`config.mk`:
```
export PLATFORM = sky130hd
export DESIGN_NAME = hdc_dma_ctrl
export DESIGN_NICKNAME = d
export VERILOG_FILES = /design/src/inc/hdc_pkg.sv /design/src/rtl/hdc_dma_ctrl.sv /design/src/rtl/hdc_fifo.sv
export SDC_FILE = /design/constraint.sdc
export NUM_CORES = 1
export LEC_CHECK = 0
export BUFFER_PORTS_ARGS = -buffer_cell sky130_fd_sc_hd__buf_2
export CAP_MARGIN = 20
export CORE_ASPECT_RATIO = 0.5
export CORE_UTILIZATION = 50
export DETAILED_ROUTE_END_ITERATION = 12
export GPL_ROUTABILITY_DRIVEN = 0
export HOLD_SLACK_MARGIN = 0.06
export PLACE_DENSITY = 0.73
export SLEW_MARGIN = 20
export SYNTH_ARGS = -nofsm -noshare
export SYNTH_HDL_FRONTEND = slang
export SYNTH_SLANG_ARGS = --single-unit
```
`constraint.sdc`:
```
create_clock -name clock -period 6.8 [get_ports clock]
set_clock_uncertainty 0.05 [all_clocks]
set_input_delay 0.34 -clock clock [delete_from_list [all_inputs] [get_ports clock]]
set_output_delay 0.34 -clock clock [all_outputs]
set_load 0.01 [all_outputs]
```
`src/inc/hdc_pkg.sv`:
```
/*
  holds the shared constants of the host dma request control block: register
  offsets, field positions, reset values, transfer modes, states and timing.
  assumes a single 250 MHz clock and an 8-bit register port.
*/
package hdc_pkg;

  // ********************************
  // register map
  // ********************************
  localparam int REG_ADDR_W = 2;
  localparam logic [1:0] OFS_BUS_DMA_CONTROL = 2'h0;
  localparam logic [1:0] OFS_DMA_TERM_COUNT = 2'h1;
  localparam logic [1:0] OFS_DMA_RUN = 2'h2;
  localparam logic [1:0] OFS_XFER_COUNT = 2'h3;
  localparam logic [7:0] RST_BUS_DMA_CONTROL = 8'h00;
  localparam logic [7:0] RST_DMA_TERM_COUNT = 8'h00;

  // ********************************
  // bus_dma_control fields
  // ********************************
  localparam int BIT_WIDE = 7;
  localparam int BIT_RESERVED = 6;
  localparam int BIT_ITC_RETRIGGER_SELECT = 5;
  localparam int BIT_MSB_REFRESH_SYNC_START_GATE_TIME_SELECT = 4;
  localparam int BIT_MODE_HI = 3;
  localparam int BIT_MODE_LO = 2;
  localparam int BIT_TC_POL = 1;
  localparam int BIT_REQ_POL = 0;

  // ********************************
  // run register fields
  // ********************************
  localparam int BIT_RUN_START = 0;
  localparam int BIT_RUN_DONE = 1;
  localparam int BIT_RUN_ABORT = 2;

  // ********************************
  // modes and states
  // ********************************
  typedef enum logic [1:0] {
    MODE_NON_BURST = 2'h0,
    MODE_BURST = 2'h1,
    MODE_PB_TIMER = 2'h2,
    MODE_PB_CYCLE = 2'h3
  } hdc_mode_t;

  typedef enum logic [3:0] {
    ST_IDLE = 4'h1,
    ST_WAIT_SYNC = 4'h2,
    ST_ACTIVE = 4'h4,
    ST_GATE = 4'h8
  } hdc_state_t;

  // ********************************
  // timing
  // ********************************
  localparam int CLK_MHZ = 250;
  localparam int STEP_NS = 100;
  localparam int GATE_SHORT_NS = 350;
  localparam int GATE_LONG_NS = 750;
  localparam int STEP_CYCLES = (STEP_NS * CLK_MHZ) / 1000;
  localparam int GATE_SHORT_CYCLES = (GATE_SHORT_NS * CLK_MHZ + 999) / 1000;
  localparam int GATE_LONG_CYCLES = (GATE_LONG_NS * CLK_MHZ + 999) / 1000;

  localparam int DATA_W = 16;
  localparam int FIFO_DEPTH = 16;

endpackage : hdc_pkg

```
`src/rtl/hdc_dma_ctrl.sv`:
```
/*
  holds the dma request control: configuration registers, request pin
  sequencing for four transfer modes, terminal count and retrigger logic.
  assumes pins come from outside the clock domain, ack is active high, and
  the buffer ram side feeds words through the fifo toward the host.
*/
// How it works
// - wide_access_enable selects 16-bit host data, else 8-bit.
// - non-burst/burst end on external tc, or internal tc too when enabled.
// - external retrigger: request returns after refresh_event_in falls.
// - internal retrigger: request returns when the gate timer expires.
// - terminal count is count_msb plus count_low_bits, ignored when disabled.
// - external retrigger start: immediate, or after refresh when sync start set.
// - gate time at least 350 ns, or 750 ns when selected.
// - transfer_mode_sel picks non-burst, burst, timer burst or cycle burst.
// - count_end_polarity set makes the terminal count pin active low.
// - request_polarity set drives the request pin active low.
// - terminal count covers 1 to 512, zero means 512.
// - timer burst lasts burst_time_term steps of 100 ns, zero means maximum.
// - cycle burst lasts 2 to 256 transfers, zero means 256; 1 is illegal.
`timescale 1ns/10ps
module hdc_dma_ctrl #(
  parameter int FIFO_DEPTH = hdc_pkg::FIFO_DEPTH,
  parameter int STEP_CYCLES = hdc_pkg::STEP_CYCLES
) (
  input wire logic clock,
  input wire logic rst,
  input wire logic [hdc_pkg::REG_ADDR_W-1:0] reg_addr,
  input wire logic [7:0] reg_wdata,
  input wire logic reg_write,
  input wire logic reg_read,
  output logic [7:0] reg_rdata,
  input wire logic [hdc_pkg::DATA_W-1:0] buf_data,
  input wire logic buf_valid,
  output logic buf_ready,
  output logic dma_req_pin,
  input wire logic dma_ack_pin,
  input wire logic count_end_pin,
  input wire logic refresh_event_in,
  output logic [hdc_pkg::DATA_W-1:0] host_data,
  output logic host_wide
);

  // ********************************
  // registers and fields
  // ********************************
  logic [7:0] bus_dma_control_r;
  logic [7:0] dma_term_count_r;
  logic [7:0] rdata_r;
  logic done_r;
  logic wide_access_enable;
  logic itc_retrigger_select;
  logic msb_refresh_sync_start_gate_time_select;
  hdc_pkg::hdc_mode_t transfer_mode_sel;
  logic count_end_polarity;
  logic request_polarity;
  logic wr_ctrl;
  logic wr_term;
  logic wr_run;
  logic start_req;
  logic abort_req;
  logic done_clear;

  assign wide_access_enable = bus_dma_control_r[hdc_pkg::BIT_WIDE];
  assign itc_retrigger_select = bus_dma_control_r[hdc_pkg::BIT_ITC_RETRIGGER_SELECT];
  assign msb_refresh_sync_start_gate_time_select = bus_dma_control_r[hdc_pkg::BIT_MSB_REFRESH_SYNC_START_GATE_TIME_SELECT];
  assign transfer_mode_sel = hdc_pkg::hdc_mode_t'(bus_dma_control_r[hdc_pkg::BIT_MODE_HI:hdc_pkg::BIT_MODE_LO]);
  assign count_end_polarity = bus_dma_control_r[hdc_pkg::BIT_TC_POL];
  assign request_polarity = bus_dma_control_r[hdc_pkg::BIT_REQ_POL];

  assign wr_ctrl = reg_write & (reg_addr == hdc_pkg::OFS_BUS_DMA_CONTROL);
  assign wr_term = reg_write & (reg_addr == hdc_pkg::OFS_DMA_TERM_COUNT);
  assign wr_run = reg_write & (reg_addr == hdc_pkg::OFS_DMA_RUN);
  assign start_req = wr_run & reg_wdata[hdc_pkg::BIT_RUN_START];
  assign abort_req = wr_run & reg_wdata[hdc_pkg::BIT_RUN_ABORT];
  assign done_clear = wr_run & reg_wdata[hdc_pkg::BIT_RUN_DONE];

  // ********************************
  // pin synchronisers
  // ********************************
  logic ack_s1_r;
  logic ack_s2_r;
  logic ack_s3_r;
  logic tc_s1_r;
  logic tc_s2_r;
  logic ref_s1_r;
  logic ref_s2_r;
  logic ref_s3_r;
  logic ack_rise;
  logic ref_fall;
  logic ext_tc;

  always_ff @(posedge clock) begin
    if (rst) begin
      ack_s1_r <= 1'b0;
      ack_s2_r <= 1'b0;
      ack_s3_r <= 1'b0;
      tc_s1_r <= 1'b0;
      tc_s2_r <= 1'b0;
      ref_s1_r <= 1'b1;
      ref_s2_r <= 1'b1;
      ref_s3_r <= 1'b1;
    end else begin
      ack_s1_r <= dma_ack_pin;
      ack_s2_r <= ack_s1_r;
      ack_s3_r <= ack_s2_r;
      tc_s1_r <= count_end_pin;
      tc_s2_r <= tc_s1_r;
      ref_s1_r <= refresh_event_in;
      ref_s2_r <= ref_s1_r;
      ref_s3_r <= ref_s2_r;
    end
  end

  assign ack_rise = ack_s2_r & ~ack_s3_r;
  assign ref_fall = ref_s3_r & ~ref_s2_r;
  assign ext_tc = tc_s2_r ^ count_end_polarity;

  // ********************************
  // data fifo
  // ********************************
  logic [hdc_pkg::DATA_W-1:0] fifo_data;
  logic fifo_valid;
  logic xfer;

  hdc_fifo #(
    .WIDTH(hdc_pkg::DATA_W),
    .DEPTH(FIFO_DEPTH)
  ) u_fifo (
    .clock(clock),
    .rst(rst),
    .in_data(buf_data),
    .in_valid(buf_valid),
    .in_ready(buf_ready),
    .out_data(fifo_data),
    .out_valid(fifo_valid),
    .out_ready(xfer)
  );

  // ********************************
  // sequencer
  // ********************************
  hdc_pkg::hdc_state_t state_r;
  hdc_pkg::hdc_state_t state_nxt;
  logic prog_mode;
  logic ext_retrig;
  logic hold_r;
  logic [8:0] xfer_cnt_r;
  logic [7:0] burst_cnt_r;
  logic [7:0] step_cnt_r;
  logic [7:0] gate_cnt_r;
  logic [7:0] prescale_r;
  logic step_tick;
  logic int_tc_hit;
  logic end_xfer;
  logic burst_over;
  logic gate_over;
  logic [7:0] gate_limit;

  assign prog_mode = transfer_mode_sel[1];
  assign ext_retrig = prog_mode & ~itc_retrigger_select;
  assign xfer = (state_r == hdc_pkg::ST_ACTIVE) & fifo_valid & ack_rise;
  assign step_tick = (prescale_r == 8'(STEP_CYCLES - 1));

  // wraps through zero so a zero setting means 512
  assign int_tc_hit = xfer & ~prog_mode & itc_retrigger_select &
                      ((xfer_cnt_r + 9'h001) == {msb_refresh_sync_start_gate_time_select, dma_term_count_r});
  assign end_xfer = int_tc_hit | (ack_s2_r & ext_tc & (state_r != hdc_pkg::ST_IDLE));

  assign gate_limit = msb_refresh_sync_start_gate_time_select ? 8'(hdc_pkg::GATE_LONG_CYCLES - 1)
                                    : 8'(hdc_pkg::GATE_SHORT_CYCLES - 1);
  assign gate_over = itc_retrigger_select ? (gate_cnt_r == gate_limit) : ref_fall;

  always_comb begin
    burst_over = 1'b0;
    case (transfer_mode_sel)
      hdc_pkg::MODE_PB_TIMER: begin
        burst_over = step_tick & ((step_cnt_r + 8'h01) == dma_term_count_r);
      end
      hdc_pkg::MODE_PB_CYCLE: begin
        burst_over = xfer & ((burst_cnt_r + 8'h01) == dma_term_count_r);
      end
      default: begin
        burst_over = 1'b0;
      end
    endcase
  end

  always_comb begin
    state_nxt = state_r;
    case (state_r)
      hdc_pkg::ST_IDLE: begin
        if (start_req) begin
          state_nxt = (ext_retrig & msb_refresh_sync_start_gate_time_select) ? hdc_pkg::ST_WAIT_SYNC : hdc_pkg::ST_ACTIVE;
        end
      end
      hdc_pkg::ST_WAIT_SYNC: begin
        if (ref_fall) begin
          state_nxt = hdc_pkg::ST_ACTIVE;
        end
      end
      hdc_pkg::ST_ACTIVE: begin
        if (burst_over) begin
          state_nxt = hdc_pkg::ST_GATE;
        end
      end
      hdc_pkg::ST_GATE: begin
        if (gate_over) begin
          state_nxt = hdc_pkg::ST_ACTIVE;
        end
      end
      default: begin
        state_nxt = hdc_pkg::ST_IDLE;
      end
    endcase
    if (end_xfer | abort_req) begin
      state_nxt = hdc_pkg::ST_IDLE;
    end
  end

  always_ff @(posedge clock) begin
    if (rst) begin
      state_r <= hdc_pkg::ST_IDLE;
    end else begin
      state_r <= state_nxt;
    end
  end

  // transfer tally for the internal terminal count
  always_ff @(posedge clock) begin
    if (rst) begin
      xfer_cnt_r <= 9'h000;
    end else if (start_req & (state_r == hdc_pkg::ST_IDLE)) begin
      xfer_cnt_r <= 9'h000;
    end else if (xfer) begin
      xfer_cnt_r <= xfer_cnt_r + 9'h001;
    end
  end

  // per-burst cycle count and time steps
  always_ff @(posedge clock) begin
    if (rst) begin
      burst_cnt_r <= 8'h00;
      step_cnt_r <= 8'h00;
      prescale_r <= 8'h00;
    end else if (state_r != hdc_pkg::ST_ACTIVE) begin
      burst_cnt_r <= 8'h00;
      step_cnt_r <= 8'h00;
      prescale_r <= 8'h00;
    end else begin
      if (xfer) begin
        burst_cnt_r <= burst_cnt_r + 8'h01;
      end
      if (step_tick) begin
        prescale_r <= 8'h00;
        step_cnt_r <= step_cnt_r + 8'h01;
      end else begin
        prescale_r <= prescale_r + 8'h01;
      end
    end
  end

  // gate timer for internal retrigger
  always_ff @(posedge clock) begin
    if (rst) begin
      gate_cnt_r <= 8'h00;
    end else if (state_r != hdc_pkg::ST_GATE) begin
      gate_cnt_r <= 8'h00;
    end else if (gate_cnt_r != gate_limit) begin
      gate_cnt_r <= gate_cnt_r + 8'h01;
    end
  end

  // non-burst drops the request after each transfer until ack releases
  always_ff @(posedge clock) begin
    if (rst) begin
      hold_r <= 1'b0;
    end else if (xfer & (transfer_mode_sel == hdc_pkg::MODE_NON_BURST)) begin
      hold_r <= 1'b1;
    end else if (~ack_s2_r) begin
      hold_r <= 1'b0;
    end
  end

  // ********************************
  // pins toward the host
  // ********************************
  logic req_active;
  logic req_pin_r;
  logic [hdc_pkg::DATA_W-1:0] host_data_r;

  assign req_active = (state_r == hdc_pkg::ST_ACTIVE) & (state_nxt == hdc_pkg::ST_ACTIVE) &
                      fifo_valid & ~hold_r & ~xfer;

  always_ff @(posedge clock) begin
    if (rst) begin
      req_pin_r <= 1'b0;
    end else begin
      req_pin_r <= req_active ^ request_polarity;
    end
  end

  always_ff @(posedge clock) begin
    if (rst) begin
      host_data_r <= '0;
    end else if (xfer) begin
      host_data_r <= wide_access_enable ? fifo_data : {8'h00, fifo_data[7:0]};
    end
  end

  assign dma_req_pin = req_pin_r;
  assign host_data = host_data_r;
  assign host_wide = wide_access_enable;

  // ********************************
  // register port
  // ********************************
  always_ff @(posedge clock) begin
    if (rst) begin
      bus_dma_control_r <= hdc_pkg::RST_BUS_DMA_CONTROL;
      dma_term_count_r <= hdc_pkg::RST_DMA_TERM_COUNT;
    end else begin
      if (wr_ctrl) begin
        bus_dma_control_r <= reg_wdata & ~(8'h01 << hdc_pkg::BIT_RESERVED);
      end
      if (wr_term) begin
        dma_term_count_r <= reg_wdata;
      end
    end
  end

  // end of transfer flag, a new end beats a clear
  always_ff @(posedge clock) begin
    if (rst) begin
      done_r <= 1'b0;
    end else if (end_xfer & (state_r != hdc_pkg::ST_IDLE)) begin
      done_r <= 1'b1;
    end else if (done_clear) begin
      done_r <= 1'b0;
    end
  end

  always_ff @(posedge clock) begin
    if (rst) begin
      rdata_r <= 8'h00;
    end else if (reg_read) begin
      case (reg_addr)
        hdc_pkg::OFS_BUS_DMA_CONTROL: rdata_r <= bus_dma_control_r;
        hdc_pkg::OFS_DMA_TERM_COUNT: rdata_r <= dma_term_count_r;
        hdc_pkg::OFS_DMA_RUN: rdata_r <= {state_r, 1'b0, 1'b0, done_r, (state_r != hdc_pkg::ST_IDLE)};
        hdc_pkg::OFS_XFER_COUNT: rdata_r <= xfer_cnt_r[7:0];
        default: rdata_r <= 8'h00;
      endcase
    end else begin
      rdata_r <= 8'h00;
    end
  end

  assign reg_rdata = rdata_r;

endmodule : hdc_dma_ctrl

```
`src/rtl/hdc_fifo.sv`:
```
/*
  holds a synchronous fifo with valid and ready on both sides.
  assumes one clock and a synchronous active-high reset.
*/
`timescale 1ns/10ps
module hdc_fifo #(
  parameter int WIDTH = 16,
  parameter int DEPTH = 16
) (
  input wire logic clock,
  input wire logic rst,
  input wire logic [WIDTH-1:0] in_data,
  input wire logic in_valid,
  output logic in_ready,
  output logic [WIDTH-1:0] out_data,
  output logic out_valid,
  input wire logic out_ready
);

  localparam int AW = $clog2(DEPTH);

  logic [WIDTH-1:0] mem [DEPTH];
  logic [AW-1:0] wr_ptr_r;
  logic [AW-1:0] rd_ptr_r;
  logic [AW:0] count_r;
  logic push;
  logic pop;

  assign in_ready = (count_r != AW'(0) + (AW+1)'(DEPTH));
  assign out_valid = (count_r != '0);
  assign push = in_valid & in_ready;
  assign pop = out_valid & out_ready;
  assign out_data = mem[rd_ptr_r];

  // ********************************
  // storage
  // ********************************
  always_ff @(posedge clock) begin
    if (push) begin
      mem[wr_ptr_r] <= in_data;
    end
  end

  always_ff @(posedge clock) begin
    if (rst) begin
      wr_ptr_r <= '0;
      rd_ptr_r <= '0;
      count_r <= '0;
    end else begin
      if (push) begin
        wr_ptr_r <= (wr_ptr_r == AW'(DEPTH - 1)) ? '0 : wr_ptr_r + AW'(1);
      end
      if (pop) begin
        rd_ptr_r <= (rd_ptr_r == AW'(DEPTH - 1)) ? '0 : rd_ptr_r + AW'(1);
      end
      if (push & ~pop) begin
        count_r <= count_r + (AW+1)'(1);
      end else if (pop & ~push) begin
        count_r <= count_r - (AW+1)'(1);
      end
    end
  end

endmodule : hdc_fifo

```
[Yosys cells after proc, flatten, opt, wreduce, memory -nomap -nowiden]
Memories as Yosys holds them, arrays and structs flattened. A register that Yosys moved wholly into a read port is not among the register bits.
Cells that the tools add are included.
Storage, ports and cells
  register bits after elaboration: 108
  memory bits (writable): 256
  bits of input ports: 34
  output and inout bits: 27
  logic and storage cells: 134
  memories kept: 1
Memory list
  u_fifo.mem: words 16, width 16, read ports 1, clocked after Yosys merged registers in 1, wr ports 1, line hdc_fifo.sv:22  | logic [WIDTH-1:0] mem [DEPTH];
Cells by class
  add/subtract/negate cells: 9
  equal/unequal tests: 23
  mux-type cells: 24
  bitwise operators: 43
  reduce and logical (&&, ||, !) cells: 10
Operators by type and width (number)
  $mux W4: 9
  $add A8 B1 Y8 const B: 4
  $pmux W8 S4: 1
  $and A1 B1 Y1: 30
  $eq A8 B8 Y1: 3
  $mux W16: 1
  $pmux W4 S4: 1
  $eq A4 B4 Y1 const B: 3
  $mux W5: 2
  $add A9 B1 Y9 const B: 1
  $eq A9 B9 Y1: 1
  $not A1 Y1: 9
  $add A4 B1 Y4 const B: 2
  $eq A2 B2 Y1 const B: 4
  $eq A4 B3 Y1 const B: 2
  $eq A8 B5 Y1 const B: 1
  $mux W8: 1
  $ne A8 B8 Y1: 1
  $reduce_or A2 Y1: 4
  $mux W1: 7
  $add A5 B1 Y5 const B: 1
  $ne A5 B5 Y1 const B: 1
  $reduce_bool A5 Y1: 1
  $sub A5 B1 Y5 const B: 1
  14 further kinds: 18

[Logic depth before layout (Yosys ltp)]
  word-level depth: 15
  gate-level depth with buffers: 16

[Cells and area by module]
Synthesis repeated with hierarchy kept, for this count alone.
Second synthesis, totals
  cell total of the unflattened synthesis: 1039
  area total of the unflattened synthesis: 15088.2 sq um
By module, submodules not included
  hdc_fifo: instances 1, cells each 503, area each 10535.1 sq um, seq. area each 8027.7 sq um
  hdc_dma_ctrl: instances 1, cells each 536, area each 4553.1 sq um, seq. area each 1901.8 sq um

[Worst setup path before layout]
OpenSTA, ideal clock, no wires.
  path kind: flip-flop to flip-flop
  start point: register u_fifo.count_r[0]
  end point: register u_fifo.count_r[4]
  library setup time: 70 ps
  arrival time: 3317 ps
  data required time: 6680 ps
  setup slack: 3363 ps
  stages on the path, launching flop included: 15
  period minus slack after synthesis: 3437 ps
  cell sequence: dfxtp_1 -> or4_1 -> o21ai_1 -> nor3b_2 -> inv_2 -> clkbuf_1 -> buf_1 -> ha_1 -> inv_1 -> fa_1 -> a21o_1 -> a21oi_1 -> xnor2_1 -> or3_1 -> a21oi_1
Between the ends
  word-level cells in the longest chain between the ends: 7
  elaborated cells between the ends (all ways): 15
RTL lines
  from (decl): line hdc_fifo.sv:25  | logic [AW:0] count_r;
  from (signal assigned): line hdc_fifo.sv:57  | count_r <= count_r + (AW+1)'(1);
  from (signal assigned): line hdc_fifo.sv:59  | count_r <= count_r - (AW+1)'(1);
  $reduce_bool A5 Y1: line hdc_fifo.sv:30  | assign out_valid = (count_r != '0);
  $and A1 B1 Y1 (2 in series): line hdc_dma_ctrl.sv:162  | assign xfer = (state_r == hdc_pkg::ST_ACTIVE) & fifo_valid & ack_rise;
  $and A1 B1 Y1: line hdc_fifo.sv:32  | assign pop = out_valid & out_ready;
  $not A1 Y1: line hdc_fifo.sv:56  | if (push & ~pop) begin
  $and A1 B1 Y1: line hdc_fifo.sv:56
  $mux W5 / $reduce_bool A2 Y1 (equally long branches)
Several ways; a longest one is shown, not always the timed one. The select of a mux whose other input is x is not followed.
A chain may end at the register's enable or synchronous reset.

[Worst setup path in the final report]
  start point: register state_r[0]
  end point: register u_fifo.count_r[4]
Between the ends
  word-level cells in the longest chain between the ends: 7
  elaborated cells between the ends (all ways): 9
RTL lines
  from (decl): line hdc_dma_ctrl.sv:143  | hdc_pkg::hdc_state_t state_r;
  from (signal assigned): line hdc_dma_ctrl.sv:223  | state_r <= hdc_pkg::ST_IDLE;
  from (signal assigned): line hdc_dma_ctrl.sv:225  | state_r <= state_nxt;
  $eq A4 B3 Y1 (*): line hdc_dma_ctrl.sv:162
  $and A1 B1 Y1 (*) (2 in series): line hdc_dma_ctrl.sv:162
  $and A1 B1 Y1 (*): line hdc_fifo.sv:32
  $not A1 Y1: line hdc_fifo.sv:56
  $and A1 B1 Y1: line hdc_fifo.sv:56
  $mux W5 / $reduce_bool A2 Y1 (equally long branches)
Every way passes the cells marked *; elsewhere a longest branch is shown, timed or not.

==> metrics <==
M2 GR Usage=0.354; die area=0.0310 mm^2; clk root buf=clkbuf_16; Site Rows=44; Leak Pwr=5.54 nW; Worst Tran Pin Value=0.877 ns; drt initial violations=900; clk_lat worst skew=0.54 ns; register area share after synthesis=0.657; io pins=61; Slew Viols, Final=0; pin count of the biggest net entering global routing=62; Syn Area/Cell=14.7 um^2; Worst VDD drop=140 uV; routed wire length per instance=21.5 um; grt total ovfl=0; global-route wire length before repair=51.3 mm; initial antenna violation count=0; Area growth, synth to finish=12.8%; Reg clk slew, reported paths=0.07 ns; Design Power=4.50 mW; DRC viols=0; WHS=0.128 ns; die height=125 um; fmax=265 MHz; outcome=completed; crit path time final=3.77 ns; port bufs=60; PwrDens=264 mW/mm^2; share of cells above drive strength 1=0.202; Syn. warnings=0; Hold Crit Class=in -> reg; Worst EP arrival=4.17 ns; worst path cell trace=nor4b_1 -> o21ai_1 -> nor3b_2 -> buf_4 -> inv_2 -> ha_1 -> inv_1 -> ha_1 -> a21o_1 -> a21oi_1 -> xnor2_1 -> or3_1 -> a21oi_1; Final Util=0.581; DP HPWL=19.0 mm; Yosys reg bits=368; final setup violation count=0; critical path class=reg -> reg; ant diodes=0; met3 Use GR=0.0427; CTS Buffer Depth=3; hold path depth=1; post-synthesis cell area=0.0151 mm^2; vias in the first global route=9016; Placed Area=0.0159 mm^2; total CTS buffers=34; Die X=248 um; area of the multi-input gates=0.00496 mm^2; RSZ-0062 raised after global routing=no; crit path launch type=register; Storage cell area=0.00994 mm^2; Placement Setup Slack=2.99 ns; endpoint class of the critical path=register; Final period util=0.554; CTS sink count=368; TritonRoute pass-1 iters=5; number of H-tree levels=2; commonest register cell after synthesis=edfxtp_1; met1 Track Usage GR=0.303; max cap viols=0; Finished Layout Cells=1518; Most Crowded Layer GR=met2; Crit Path Max Fanout=37; fillers=2181; Relative slew margins=0.416; Max stage delay cell, worst path=nor4b_1; drt total wl=32.6 mm; number of synthesized flops with an enable pin=256; setup TNS=0 ns; Worst path max stage delay=0.58 ns; antenna viol nets, final=0; reg2reg path depth=13; number of vias per cell=5.87; family with the most delay on the worst path=simple AND/OR/NAND/NOR gates; syn_nets=1076; Final WS setup=3.03 ns; GRT Resource Usage Total=0.219; Post-Synthesis Cells=1026; Post-Layout Inst Area=0.0170 mm^2; effective utilization at floorplan=0.515; dpl cells=1448; CTS tree=done; CP Depth=13; Synth cell types=60; final-report hold violation count=0; fin nets=1154; share of flip-flops with an asynchronous set or reset=0; Core Footprint=0.0293 mm^2; Worst Path Required=7.20 ns; worst path bufs/invs=3; Via Count=8906
==> final timing paths <==
path,start,to,slack (ns)
max,state_r[0],u_fifo.count_r[4],3.03
min,buf_data[11],u_fifo.mem[4][11],0.13
max reg2reg,state_r[0],u_fifo.count_r[4],3.03
min reg2reg,ref_s1_r,ref_s2_r,0.38
==> final cells by class <==
cell class	count	share of cell area
sequential	368	0.583
multi-input combinational	596	0.291
clock buffer	40	0.0525
timing repair buffer	94	0.0342
tap	391	0.0287
clock inverter	19	0.00844
inverter	10	0.00220
==> layout by cell type, fill, tap and decap left out, types with 24 or more instances in the layout <==
cell	n
edfxtp_1	256
dfxtp_1	109
nor2_1	89
mux4_2	77
nand2_1	73
buf_2	60
a21oi_1	49
xor2_1	38
clkbuf_16	35
xnor2_1	31
nand3_1	24
==> state kept, by name, summed over array words and instances (netlist names), 4 cells and up, named ones only <==
register and count:
u_fifo.mem 256, host_data 16, xfer_cnt_r 9, burst_cnt_r 8
dma_term_count_r 8, gate_cnt_r 8, prescale_r 8, reg_rdata 8
step_cnt_r 8, bus_dma_control_r 7, u_fifo.count_r 5, state_r 4
u_fifo.rd_ptr_r 4, u_fifo.wr_ptr_r 4
==> synth_stat cells, drive strengths merged (16+ instances only) <==
| master | instances | area share |
|---|---|---|
| nand2 | 73 | 0.018 |
| mux2i | 19 | 0.013 |
| xor2 | 38 | 0.022 |
| xnor2 | 31 | 0.018 |
| clkbuf | 40 | 0.010 |
| nor2b | 23 | 0.0095 |
| nand2b | 16 | 0.0066 |
| a21oi | 49 | 0.016 |
| nor3 | 18 | 0.0063 |
| edfxtp | 256 | 0.51 |
| dfxtp | 112 | 0.15 |
| nor2 | 89 | 0.022 |
| nand3 | 24 | 0.0080 |
| mux4 | 77 | 0.11 |
==> power breakdown <==
group          switching, mW  internal, mW  leakage (nW)
logic                  0.135        0.0918          1.82
clock network          0.820         0.988         0.498
registers             0.0300          2.44          3.22
total                  0.984          3.52          5.54
==> metal layers <==
layer | wire, um | part of all wire
met5 | 0 | 0
met4 | 687 | 0.021
met3 | 2340 | 0.072
met2 | 15700 | 0.48
met1 | 13900 | 0.43
==> worst register-to-register path, cell delays in order (launching register included) <==
cell	delay (ns)
dfxtp_1	0.42
nor4b_1	0.58
o21ai_1	0.20
nor3b_2	0.21
buf_4	0.26
inv_2	0.30
ha_1	0.33
inv_1	0.15
ha_1	0.29
a21o_1	0.19
a21oi_1	0.18
xnor2_1	0.10
or3_1	0.30
a21oi_1	0.13
==> kinds of logic (layout without fill, tap and decap cells) <==
family | after synthesis | in the layout | share of synthesized area
compound gates | 114 | 114 | 0.0486
buf+inv | 62 | 163 | 0.0157
mux | 96 | 96 | 0.127
simple gates | 301 | 301 | 0.0973
fa+ha+maj | 16 | 16 | 0.0137
flops | 368 | 368 | 0.657
xor+xnor | 69 | 69 | 0.0400
==> what timing repair did <==
action / CTS / global route
hold buffers: 11 / 0
resized for setup: 0 / 0
endpoints found under the hold margin: 17 / 0
setup buffers: 0 / 0
No activity file was read; power rests on OpenSTA's default activity.
